**config.mk**
```make
export PLATFORM = sky130hd
export DESIGN_NAME = umc_map_codec
export DESIGN_NICKNAME = d
export VERILOG_FILES = /design/src/umc_pkg.sv /design/src/umc_map_codec.sv
export SDC_FILE = /design/constraint.sdc
export NUM_CORES = 2
export LEC_CHECK = 0
export BUFFER_PORTS_ARGS = -buffer_cell sky130_fd_sc_hd__buf_2
export CAP_MARGIN = 30
export CORE_ASPECT_RATIO = 1.1
export CORE_MARGIN = 2
export CORE_UTILIZATION = 45
export DETAILED_ROUTE_END_ITERATION = 8
export GPL_TIMING_DRIVEN = 1
export PLACE_DENSITY = 0.61
export SETUP_SLACK_MARGIN = 0.15
export SLEW_MARGIN = 20
export SYNTH_ARGS = -nofsm -noshare
export SYNTH_HDL_FRONTEND = slang
export SYNTH_SLANG_ARGS = --single-unit
```
**constraint.sdc**
```tcl
create_clock -name pclk -period 3.8 [get_ports pclk]
set_input_delay 0 -clock pclk [delete_from_list [all_inputs] [get_ports pclk]]
set_output_delay 0 -clock pclk [all_outputs]
set_load 0.02 [all_outputs]
```
**src/umc_pkg.sv**
```systemverilog
// Constants, register map and state types for the upstream allocation map codec
package umc_pkg;

    // Register byte offsets on the APB slave
    localparam logic [7:0] A_CTRL      = 8'h00;
    localparam logic [7:0] A_STATUS    = 8'h04;
    localparam logic [7:0] A_CHAN      = 8'h08;
    localparam logic [7:0] A_UCD       = 8'h0C;
    localparam logic [7:0] A_ALLOC     = 8'h10;
    localparam logic [7:0] A_ACK       = 8'h14;
    localparam logic [7:0] A_BACKOFF   = 8'h18;
    localparam logic [7:0] A_MBITS     = 8'h1C;
    localparam logic [7:0] A_MAPLEN    = 8'h20;
    localparam logic [7:0] A_IE_PUSH   = 8'h24;
    localparam logic [7:0] A_ALLOC_EFF = 8'h28;
    localparam logic [7:0] A_ACK_EFF   = 8'h2C;

    // Control and status bit positions
    localparam int CTRL_SEND  = 0;
    localparam int CTRL_CLEAR = 1;
    localparam int STAT_BUSY  = 0;
    localparam int STAT_ERR   = 1;
    localparam int STAT_FULL  = 2;
    localparam int STAT_EXT   = 3;

    // Backoff nibble positions inside the backoff register
    localparam int BO_RS = 0;
    localparam int BO_RE = 8;
    localparam int BO_DS = 16;
    localparam int BO_DE = 24;

    // Element store
    localparam int IE_DEPTH = 32;
    localparam int CNT_W    = 6;

    // Element word layout
    localparam int SID_LSB = 18;
    localparam int IUC_LSB = 14;
    localparam int SID_W   = 14;
    localparam int IUC_W   = 4;
    localparam int OFS_W   = 14;

    // Interval usage codes
    localparam logic [3:0] IUC_REQ   = 4'h1;
    localparam logic [3:0] IUC_REQD  = 4'h2;
    localparam logic [3:0] IUC_INIT  = 4'h3;
    localparam logic [3:0] IUC_STAT  = 4'h4;
    localparam logic [3:0] IUC_SHORT = 4'h5;
    localparam logic [3:0] IUC_LONG  = 4'h6;
    localparam logic [3:0] IUC_NULL  = 4'h7;
    localparam logic [3:0] IUC_DACK  = 4'h8;
    localparam logic [3:0] IUC_EXP   = 4'hF;

    // Special service identifiers
    localparam logic [13:0] SID_BCAST = 14'h3FFF;
    localparam logic [13:0] SID_ZERO  = 14'h0000;

    // Full width of the effective time count before M is taken off
    localparam logic [31:0] TIME_MASK = 32'h03FF_FFFF;

    // Byte positions of the message body header
    localparam logic [7:0] P_CHAN  = 8'h00;
    localparam logic [7:0] P_UCD   = 8'h01;
    localparam logic [7:0] P_NELEM = 8'h02;
    localparam logic [7:0] P_RSVD  = 8'h03;
    localparam logic [7:0] P_ALLOC = 8'h04;
    localparam logic [7:0] P_ACK   = 8'h08;
    localparam logic [7:0] P_RBS   = 8'h0C;
    localparam logic [7:0] P_RBE   = 8'h0D;
    localparam logic [7:0] P_DBS   = 8'h0E;
    localparam logic [7:0] P_DBE   = 8'h0F;
    localparam logic [7:0] HDR_BYTES = 8'h10;

    // Sender state
    typedef enum logic [1:0] {ST_IDLE, ST_SEND} umc_state_t;

    // Whole state of the codec
    typedef struct packed {
        logic [7:0]                  chan_id;
        logic [7:0]                  ucd_cnt;
        logic [31:0]                 alloc;
        logic [31:0]                 ack;
        logic [3:0]                  rbs;
        logic [3:0]                  rbe;
        logic [3:0]                  dbs;
        logic [3:0]                  dbe;
        logic [4:0]                  mbits;
        logic [13:0]                 map_len;
        logic [IE_DEPTH-1:0][31:0]   ie;
        logic [CNT_W-1:0]            nwords;
        logic [7:0]                  nelem;
        logic [13:0]                 ext_left;
        logic                        err;
        umc_state_t                  st;
        logic [7:0]                  idx;
        logic                        out_valid;
        logic [7:0]                  out_data;
        logic                        out_last;
        logic [31:0]                 prdata;
        logic                        pslverr;
    } umc_st_t;

endpackage : umc_pkg

```
**src/umc_map_codec.sv**
```systemverilog
// Upstream allocation map body builder with APB register access and byte stream out
//
// Functional notes
// - Send upstream channel identifier in body
// - Send UCD change count from register
// - Element count equals stored element total
// - Send allocation start time in mini-slots
// - Send latest processed acknowledgement time
// - Ranging backoff exponents 0-15, upper zero
// - Data backoff exponents 0-15, upper zero
// - Effective times keep low 26-M bits
// - Element word: SID, IUC, offset
// - IUC 1 request region, any SID
// - IUC 2 request or data, multicast
// - IUC 3 initial ranging, broadcast SID
// - IUC 4 periodic ranging, unicast SID
// - Periodic ranging SID temporary or primary
// - IUC 5/6 grants; zero length pending
// - IUC 7 null element needs SID zero
// - Data ack offset carries map length
// - IUC 15 offset counts extra words
//
// Implementation choices: the APB slave port and the placing of the registers.
`timescale 1ns/100ps

module umc_map_codec
    import umc_pkg::*;
(
    // Clock and reset
    input  wire logic        pclk,
    input  wire logic        presetn,
    // APB slave
    input  wire logic        psel,
    input  wire logic        penable,
    input  wire logic        pwrite,
    input  wire logic [7:0]  paddr,
    input  wire logic [31:0] pwdata,
    output logic      [31:0] prdata,
    output logic             pready,
    output logic             pslverr,
    // Message body byte stream
    output logic             map_valid,
    input  wire logic        map_ready,
    output logic      [7:0]  map_data,
    output logic             map_last,
    // Status
    output logic             busy
);

    umc_st_t r;        // Registered state
    umc_st_t n;        // Next state

    logic        setup;      // APB setup cycle
    logic        wr_go;      // Accepted write in access phase
    logic        err_set;    // Element or send refused this cycle
    logic        err_clr;    // Software clears the error flag
    logic [31:0] w;          // Element word as it will be stored
    logic [13:0] w_sid;      // SID of incoming word
    logic [3:0]  w_iuc;      // IUC of incoming word
    logic        w_bad;      // Element breaks its SID class
    logic        full;       // Element store has no room
    logic [7:0]  total;      // Body length in bytes
    logic [31:0] eff_mask;   // Mask of effective time bits

    // Byte of the message body at position i, network order
    function automatic logic [7:0] map_byte(input umc_st_t s, input logic [7:0] i);
        logic [7:0]       b;
        logic [7:0]       rel;
        logic [CNT_W-1:0] wi;
        b   = 8'h00;
        rel = i - HDR_BYTES;
        wi  = rel[CNT_W+1:2];
        unique case (i)
            P_CHAN:  b = s.chan_id;
            P_UCD:   b = s.ucd_cnt;
            P_NELEM: b = s.nelem;
            // Alignment byte is always zero
            P_RSVD:  b = 8'h00;
            P_ALLOC:          b = s.alloc[31:24];
            P_ALLOC + 8'h01:  b = s.alloc[23:16];
            P_ALLOC + 8'h02:  b = s.alloc[15:8];
            P_ALLOC + 8'h03:  b = s.alloc[7:0];
            P_ACK:            b = s.ack[31:24];
            P_ACK + 8'h01:    b = s.ack[23:16];
            P_ACK + 8'h02:    b = s.ack[15:8];
            P_ACK + 8'h03:    b = s.ack[7:0];
            P_RBS:   b = {4'h0, s.rbs};
            P_RBE:   b = {4'h0, s.rbe};
            P_DBS:   b = {4'h0, s.dbs};
            P_DBE:   b = {4'h0, s.dbe};
            default: begin
                // element words, most significant byte first
                unique case (rel[1:0])
                    2'b00:   b = s.ie[wi][31:24];
                    2'b01:   b = s.ie[wi][23:16];
                    2'b10:   b = s.ie[wi][15:8];
                    default: b = s.ie[wi][7:0];
                endcase
            end
        endcase
        return b;
    endfunction : map_byte

    // Always ready; read data was prepared in the setup cycle
    assign pready    = 1'b1;
    assign prdata    = r.prdata;
    assign pslverr   = r.pslverr;
    assign map_valid = r.out_valid;
    assign map_data  = r.out_data;
    assign map_last  = r.out_last;
    assign busy      = (r.st == ST_SEND);

    // Next state of registers, store and sender
    always_comb begin
        n        = r;
        setup    = psel & ~penable;
        wr_go    = psel & penable & pwrite & ~r.pslverr;
        err_set  = 1'b0;
        err_clr  = 1'b0;
        full     = (r.nwords == CNT_W'(IE_DEPTH));
        total    = HDR_BYTES + {r.nwords, 2'b00};
        // effective bits are the low 26-M
        eff_mask = TIME_MASK >> r.mbits;
        w        = pwdata;
        w_sid    = pwdata[SID_LSB +: SID_W];
        w_iuc    = pwdata[IUC_LSB +: IUC_W];
        w_bad    = 1'b0;

        // Read mux and error decode, captured in the setup cycle
        if (setup) begin
            n.pslverr = 1'b0;
            n.prdata  = 32'h0000_0000;
            unique case (paddr)
                A_CTRL:    n.prdata = 32'h0000_0000;
                A_STATUS:  begin
                    n.prdata[STAT_BUSY] = busy;
                    n.prdata[STAT_ERR]  = r.err;
                    n.prdata[STAT_FULL] = full;
                    n.prdata[STAT_EXT]  = (r.ext_left != 14'h0000);
                end
                A_CHAN:    n.prdata = {24'h00_0000, r.chan_id};
                A_UCD:     n.prdata = {24'h00_0000, r.ucd_cnt};
                A_ALLOC:   n.prdata = r.alloc;
                A_ACK:     n.prdata = r.ack;
                A_BACKOFF: begin
                    n.prdata[BO_RS +: 4] = r.rbs;
                    n.prdata[BO_RE +: 4] = r.rbe;
                    n.prdata[BO_DS +: 4] = r.dbs;
                    n.prdata[BO_DE +: 4] = r.dbe;
                end
                A_MBITS:   n.prdata = {27'h000_0000, r.mbits};
                A_MAPLEN:  n.prdata = {18'h0_0000, r.map_len};
                A_IE_PUSH: n.prdata = {16'h0000, r.nelem, 2'b00, r.nwords};
                A_ALLOC_EFF: n.prdata = r.alloc & eff_mask;
                A_ACK_EFF:   n.prdata = r.ack & eff_mask;
                // Unmapped offsets answer with an error
                default:   n.pslverr = 1'b1;
            endcase
            // The store is frozen while a body is being sent
            if (pwrite && busy && (paddr == A_IE_PUSH || paddr == A_CTRL)) begin
                n.pslverr = 1'b1;
            end
            // No room for another word
            if (pwrite && full && paddr == A_IE_PUSH) begin
                n.pslverr = 1'b1;
            end
        end

        // Register writes in the access phase
        if (wr_go) begin
            unique case (paddr)
                A_CTRL: begin
                    if (pwdata[CTRL_CLEAR]) begin
                        n.nwords   = '0;
                        n.nelem    = 8'h00;
                        n.ext_left = 14'h0000;
                    end else if (pwdata[CTRL_SEND]) begin
                        // An open expansion element cannot be sent
                        if (r.ext_left != 14'h0000) begin
                            err_set = 1'b1;
                        end else begin
                            n.st        = ST_SEND;
                            n.idx       = P_CHAN;
                            n.out_valid = 1'b1;
                            n.out_data  = map_byte(r, P_CHAN);
                            n.out_last  = 1'b0;
                        end
                    end
                end
                A_STATUS:  err_clr = pwdata[STAT_ERR];
                A_CHAN:    n.chan_id = pwdata[7:0];
                A_UCD:     n.ucd_cnt = pwdata[7:0];
                A_ALLOC:   n.alloc = pwdata;
                A_ACK:     n.ack = pwdata;
                A_BACKOFF: begin
                    // ranging exponents held in four bits
                    n.rbs = pwdata[BO_RS +: 4];
                    n.rbe = pwdata[BO_RE +: 4];
                    // data exponents held in four bits
                    n.dbs = pwdata[BO_DS +: 4];
                    n.dbe = pwdata[BO_DE +: 4];
                end
                A_MBITS:   n.mbits = pwdata[4:0];
                A_MAPLEN:  n.map_len = pwdata[OFS_W-1:0];
                A_IE_PUSH: begin
                    if (r.ext_left != 14'h0000) begin
                        // raw words of an expansion element
                        n.ie[r.nwords] = pwdata;
                        n.nwords       = r.nwords + CNT_W'(1);
                        n.ext_left     = r.ext_left - 14'h0001;
                    end else begin
                        // initial ranging needs the broadcast SID
                        if (w_iuc == IUC_INIT && w_sid != SID_BCAST) begin
                            w_bad = 1'b1;
                        end
                        // periodic ranging needs a unicast SID
                        // zero and broadcast are never modem SIDs
                        if (w_iuc == IUC_STAT && (w_sid == SID_ZERO || w_sid == SID_BCAST)) begin
                            w_bad = 1'b1;
                        end
                        // null element only with SID zero
                        if (w_iuc == IUC_NULL && w_sid != SID_ZERO) begin
                            w_bad = 1'b1;
                        end
                        // data ack offset forced to map length
                        if (w_iuc == IUC_DACK) begin
                            w[OFS_W-1:0] = r.map_len;
                        end
                        if (w_bad) begin
                            err_set = 1'b1;
                        end else begin
                            n.ie[r.nwords] = w;
                            n.nwords       = r.nwords + CNT_W'(1);
                            // one count per element, not per word
                            n.nelem        = r.nelem + 8'h01;
                            // offset field counts words to follow
                            if (w_iuc == IUC_EXP) begin
                                n.ext_left = w[OFS_W-1:0];
                            end
                        end
                    end
                end
                default: begin
                    // Read-only or unmapped: nothing stored
                end
            endcase
        end

        // Error flag: a new error wins over a clear
        n.err = (r.err & ~err_clr) | err_set;

        // Byte stream sender, advanced on each accepted byte
        unique case (r.st)
            ST_IDLE: begin
                // Waits for a send command
            end
            ST_SEND: begin
                if (r.out_valid && map_ready) begin
                    if (r.out_last) begin
                        n.st        = ST_IDLE;
                        n.out_valid = 1'b0;
                        n.out_last  = 1'b0;
                    end else begin
                        n.idx      = r.idx + 8'h01;
                        n.out_data = map_byte(r, r.idx + 8'h01);
                        n.out_last = ((r.idx + 8'h01) == (total - 8'h01));
                    end
                end
            end
        endcase
    end

    // Single state register; the whole struct clears on reset
    always_ff @(posedge pclk or negedge presetn) begin
        if (!presetn) begin
            r <= '0;
        end else begin
            r <= n;
        end
    end

endmodule : umc_map_codec

```
* After elaboration in Yosys (flattened, before gate mapping)
Cells that the tools add are included.
** Word-level totals
- Input port bits :: 46
- Register bits :: 1221
- Output and inout port bits :: 45
- Word-level logic and storage cells :: 206
** Cells by class
- Add/subtract/negate cells :: 7
- Mux-type cells :: 57
- Shift operators :: 1
- Bitwise logic cells :: 11
- $lt $le $gt $ge :: 3
- Reduce and logical (&&, ||, !) cells :: 30
- Equality and inequality tests :: 44
** Operators by type and width (count)
- 1024-bit bitwise mux :: 2
- 1052-bit 2-to-1 mux :: 1
- 1030-bit 2-to-1 mux :: 1
- 32-bit binary-select mux with 5-bit select :: 1
- 32-bit demux with 5-bit select :: 1
- 20-bit 2-to-1 mux :: 7
- 8-bit case mux with 16 select lines :: 1
- 14-bit 2-to-1 mux :: 6
- 8-bit by 4-bit equality test with 1-bit output (second input constant) :: 10
- 32-bit bitwise AND :: 2
- 32-bit 2-to-1 mux :: 2
- 28-bit case mux with 2 select lines :: 1
- 4-bit case mux with 11 select lines :: 1
- 8-bit by 3-bit equality test with 1-bit output (second input constant) :: 5
- 4-bit case mux with 5 select lines :: 2
- 4-bit case mux with 9 select lines :: 1
- 8-bit by 5-bit equality test with 1-bit output (second input constant) :: 4
- 8-bit by 6-bit equality test with 1-bit output (second input constant) :: 4
- 4-bit case mux with 4 select lines :: 2
- 26-bit by 5-bit right shift with 32-bit output (first input constant) :: 1
- 28-bit 2-to-1 mux :: 1
- 4-bit case mux with 7 select lines :: 1
- 14-bit nonzero test :: 2
- 8-bit 2-to-1 mux :: 3
- 41 further kinds :: 91

* Longest topological paths before layout
- Depth after elaboration :: 13
- Depth in mapped cells :: 19
- Depth with buffers taken out :: 14

* Worst setup path before layout
No wires, ideal clock.
- Kind :: flip-flop to flip-flop
- Start point :: reg r[43] in the netlist's numbering
- End point :: reg r, in the netlist map_data[1]
- Setup slack :: -259 ps
- Buffers on the path :: 5
- Setup time :: 144 ps
- Cell stages (with the launch flop) :: 19
- Clock period less this slack :: 4059 ps
- Arrival :: 3915 ps
- Required time :: 3656 ps
- Cells stage by stage :: dfrtp_1 > ha_1 > buf_4 > nand3_1 > xnor2_1 > inv_2 > clkbuf_1 > clkbuf_1 > clkbuf_1 > ha_1 > nand2_1 > nor3_1 > a32o_1 > and3_1 > clkbuf_1 > a222oi_1 > nand4_1 > a2111oi_0 > a311oi_1
** RTL lines
- from (decl) :: line umc_map_codec.sv:50 : umc_st_t r;
- from (signal assigned) :: line umc_map_codec.sv:278 : r <= n;

==> out/qor.yml <==
run_status:
  status: "completed"
pwr:
  netSwitchingPower_mw: 6.35
  intPower_mw: 21.0
  switching_share_pct: 23.2
  p_comb_share_pct: 3.1
  leakagePower_nw: 31.0
  p_total_mw: 27.3
  p_per_area_nw_per_um2: 402
  seqPwrFrac_pct: 47.8
  ir_worst_vdd_mv: 0.356
  p_clk_share_pct: 49.1
synthesis:
  synth_ff_type: "dfrtp_1"
  synth_common_cells: "1221 x dfrtp_1, 806 x nand2_1, 644 x o21ai_0"
  synth_largest_area_cell: "dfrtp_1"
  synth_cell_types: 94
  synth_fp_nets: 5349
  ys_ff_latch: 1221
  synth_area_um2: 57800
  syn_avg_cell_area_um2: 10.9
  synth_seq_area_share_pct: 52.8
  synth_warnings: 0
  synth.top_cell.area_share_pct: 52.8
  synth-edff-count: 0
  synth.most_common_cell: "dfrtp_1"
  synth_area_leaders: "dfrtp_1 53%, mux2_2 12%, o21ai_0 5.6%"
  synthArstFlopShare_pct: 100
  syn_inst: 5290
global_routing:
  grt_start_max_net_pins: 136
  grt_remaining_overflow: 0
  antenna_found_initial: 5
  first_global_vias: 44500
  grt_usage_pct: 31.8
  grt_pass1_wl_mm: 311
cells_and_area:
  final-instance-count-excl-fill: 7209
  fillers: 11000
  syn_to_final_growth_pct: 17.4
  stdcell_area_um2: 67900
  drive_gt1_share_pct: 26.6
  fin_nets: 5490
route:
  wl_mm: 218
  routedWlPerCell_um: 30.2
  num_vias: 45700
  via_per_inst: 6.34
  ant_nets: 0
  first_pass_iters: 7
  drt_iter0_markers: 5483
  route.detailed.drc: 0
sta:
  setup_tns_ns: 0
  tightest_slew_ns: 1.25
  finalMaxSlewViolations: 0
  rsz0062_at_grt: "yes"
  finalSetupViolCount: 0
  slew_headroom_pct: 16.2
  finalHoldViolCount: 0
  final.min_clock_period_ns: 3.66
  fmax_ghz: 0.273
  fin_crit_sh_pct: 96.2
  finalClockSkew_ns: 0.0277
cts:
  cts_htree_levels: 4
  root_buffer: "clkbuf_16"
  clk_path_buf_depth: 3
  cts.sinks: 1221
  clk_pin_slew_ns: 0.06
  cts_tree: "done"
  clk_latency_ns: 0.80
  cts_made_buffers: 133
critical_path:
  crit_path_frequent_cell: "buf_4"
  worstSetupStartpointType: "flop"
  cpMaxStageDelayCell: "dfrtp_2"
  crit_family: "compound AO/OA/AOI/OAI gates"
  path_cells: "buf_4 > buf_4 > nor2b_2 > a211o_1 > and2_4 > buf_12 > buf_4 > a221o_1 > o211a_1 > o31ai_1 > o32a_1 > a41o_1 > a31oi_1"
  worstSetupPathType: "reg2reg"
  critPathBufInv: 4
  slowest_delay_ns: 0.45
  worstPathMaxFanout: 15
  cp.arrival_ns: 4.31
  worstPathRequired_ns: 4.45
  end_kind: "flop"
worst_hold_path:
  min_path_type: "in2reg"
floorplan:
  die_w_um: 346
  start_util_pct: 45.5
  die_area_um2: 131000
  die_y_um: 380
  core-area_um2: 127000
  io_pins: 91
  rows: 137
placed_design:
  place.detailed.hpwl_mm: 136
  post_dp_cell_area_um2: 61600
  dpl.cell_count: 6852
  place_congestion: 0.960
  io_buffers: 89
flow_run:
  maxCapViolCount: 0
[worst paths after layout]
kind / cells past startpoint / slack, ns / startpoint / to
worst max-delay path: 13 / 0.14 / r[45] / map_data[2]
worst min-delay path: 7 / 0.06 / paddr[7] / prdata[15]
worst max register to register: 13 / 0.14 / r[45] / map_data[2]
worst min register to register: 2 / 0.47 / prdata[18] / prdata[18]
max in group asynchronous: 4 / 2.41 / presetn / async pin
min in group asynchronous: 4 / 0.54 / presetn / r[316]
[layer usage]
layer | track usage (%) | part of all wire, %
met1 | 42.6 | 40
met3 | 5.78 | 8.9
met5 | 0 | 0.011
met4 | 16.7 | 6.2
met2 | 49.4 | 45
[cell usage in the layout, fill, tap and decap left out, types with 34 or more instances in the layout]
cell type and instances:
dfrtp_1 1217, nand2_1 789, o21ai_0 640, mux2_2 617, buf_4 274, mux2i_1 179, clkbuf_16 150, a221oi_1 145
o21ai_1 141, a21oi_1 113, buf_12 106, nor2_1 94, buf_2 88, a221o_1 63, dlygate4sd3_1 49, nor3_1 48
a31oi_1 47, a22oi_1 46, nand3_1 45, clkbuf_8 41, o221ai_1 34, clkbuf_1 34
[worst reg2reg max path: stages, from the launching register on]
cell     delay [ns]
dfrtp_2        0.45
buf_4          0.18
buf_4          0.16
nor2b_2        0.20
a211o_1        0.31
and2_4         0.26
buf_12         0.20
buf_4          0.18
a221o_1        0.37
o211a_1        0.25
o31ai_1        0.45
o32a_1         0.26
a41o_1         0.16
a31oi_1        0.08
[stage by stage]
stage	hold slack, ns	util, %	worst slack [ns]
after floorplan	-0.296	-	0.161
final	0.0551	53.4	0.143
after detailed placement	0.0256	48.4	-0.0240
after global placement	0.0186	48.4	-0.0338
after CTS	0.0262	52.5	0.0882
after global routing	0.0826	53.4	0.110
[layout make-up]
cell class                 count  area, um2  share of cell area, %
sequential                  1221      30600                   45.0
multi-input combinational   3494      24700                   36.3
timing repair buffer         561       6000                   8.83
clock buffer                 208       4020                   5.92
tap                         1668       2090                   3.07
clock inverter                34        484                  0.713
inverter                      20       77.6                  0.114
antenna                        3       7.51                 0.0111
[cells by family after synthesis]
family / share of synthesized area [%]
muxes: 16.3
buffers and inverters: 5.54
adders and majority gates: 0.299
AOI/OAI and AO/OA: 16.5
xor gates and xnor gates: 0.463
DFF: 52.8
other: 0.00648
and+or+nand+nor: 8.14
[repair_timing]
item | CTS | global route
setup endpoints to repair | 8 | 905
gates resized for setup | 9 | 81
hold buffers | 50 | 0
pin swaps | 3 | 11
buffers inserted | 7 | 37
gates cloned | 0 | 17
endpoints found under the hold margin | 1904 | 0
[power groups by stage]
| stage | combinational (mW) | sequential, mW | clock (mW) |
|---|---|---|---|
| after floorplan | 0.272 | 13.3 | 0 |
| after global routing | 0.928 | 13.1 | 14.0 |
| after detailed placement | 0.811 | 13.3 | 0 |
| after CTS | 0.858 | 13.1 | 13.5 |
| final | 0.852 | 13.1 | 13.4 |
| after global placement | 0.809 | 13.3 | 0 |
No activity file was read; power rests on OpenSTA's default activity.
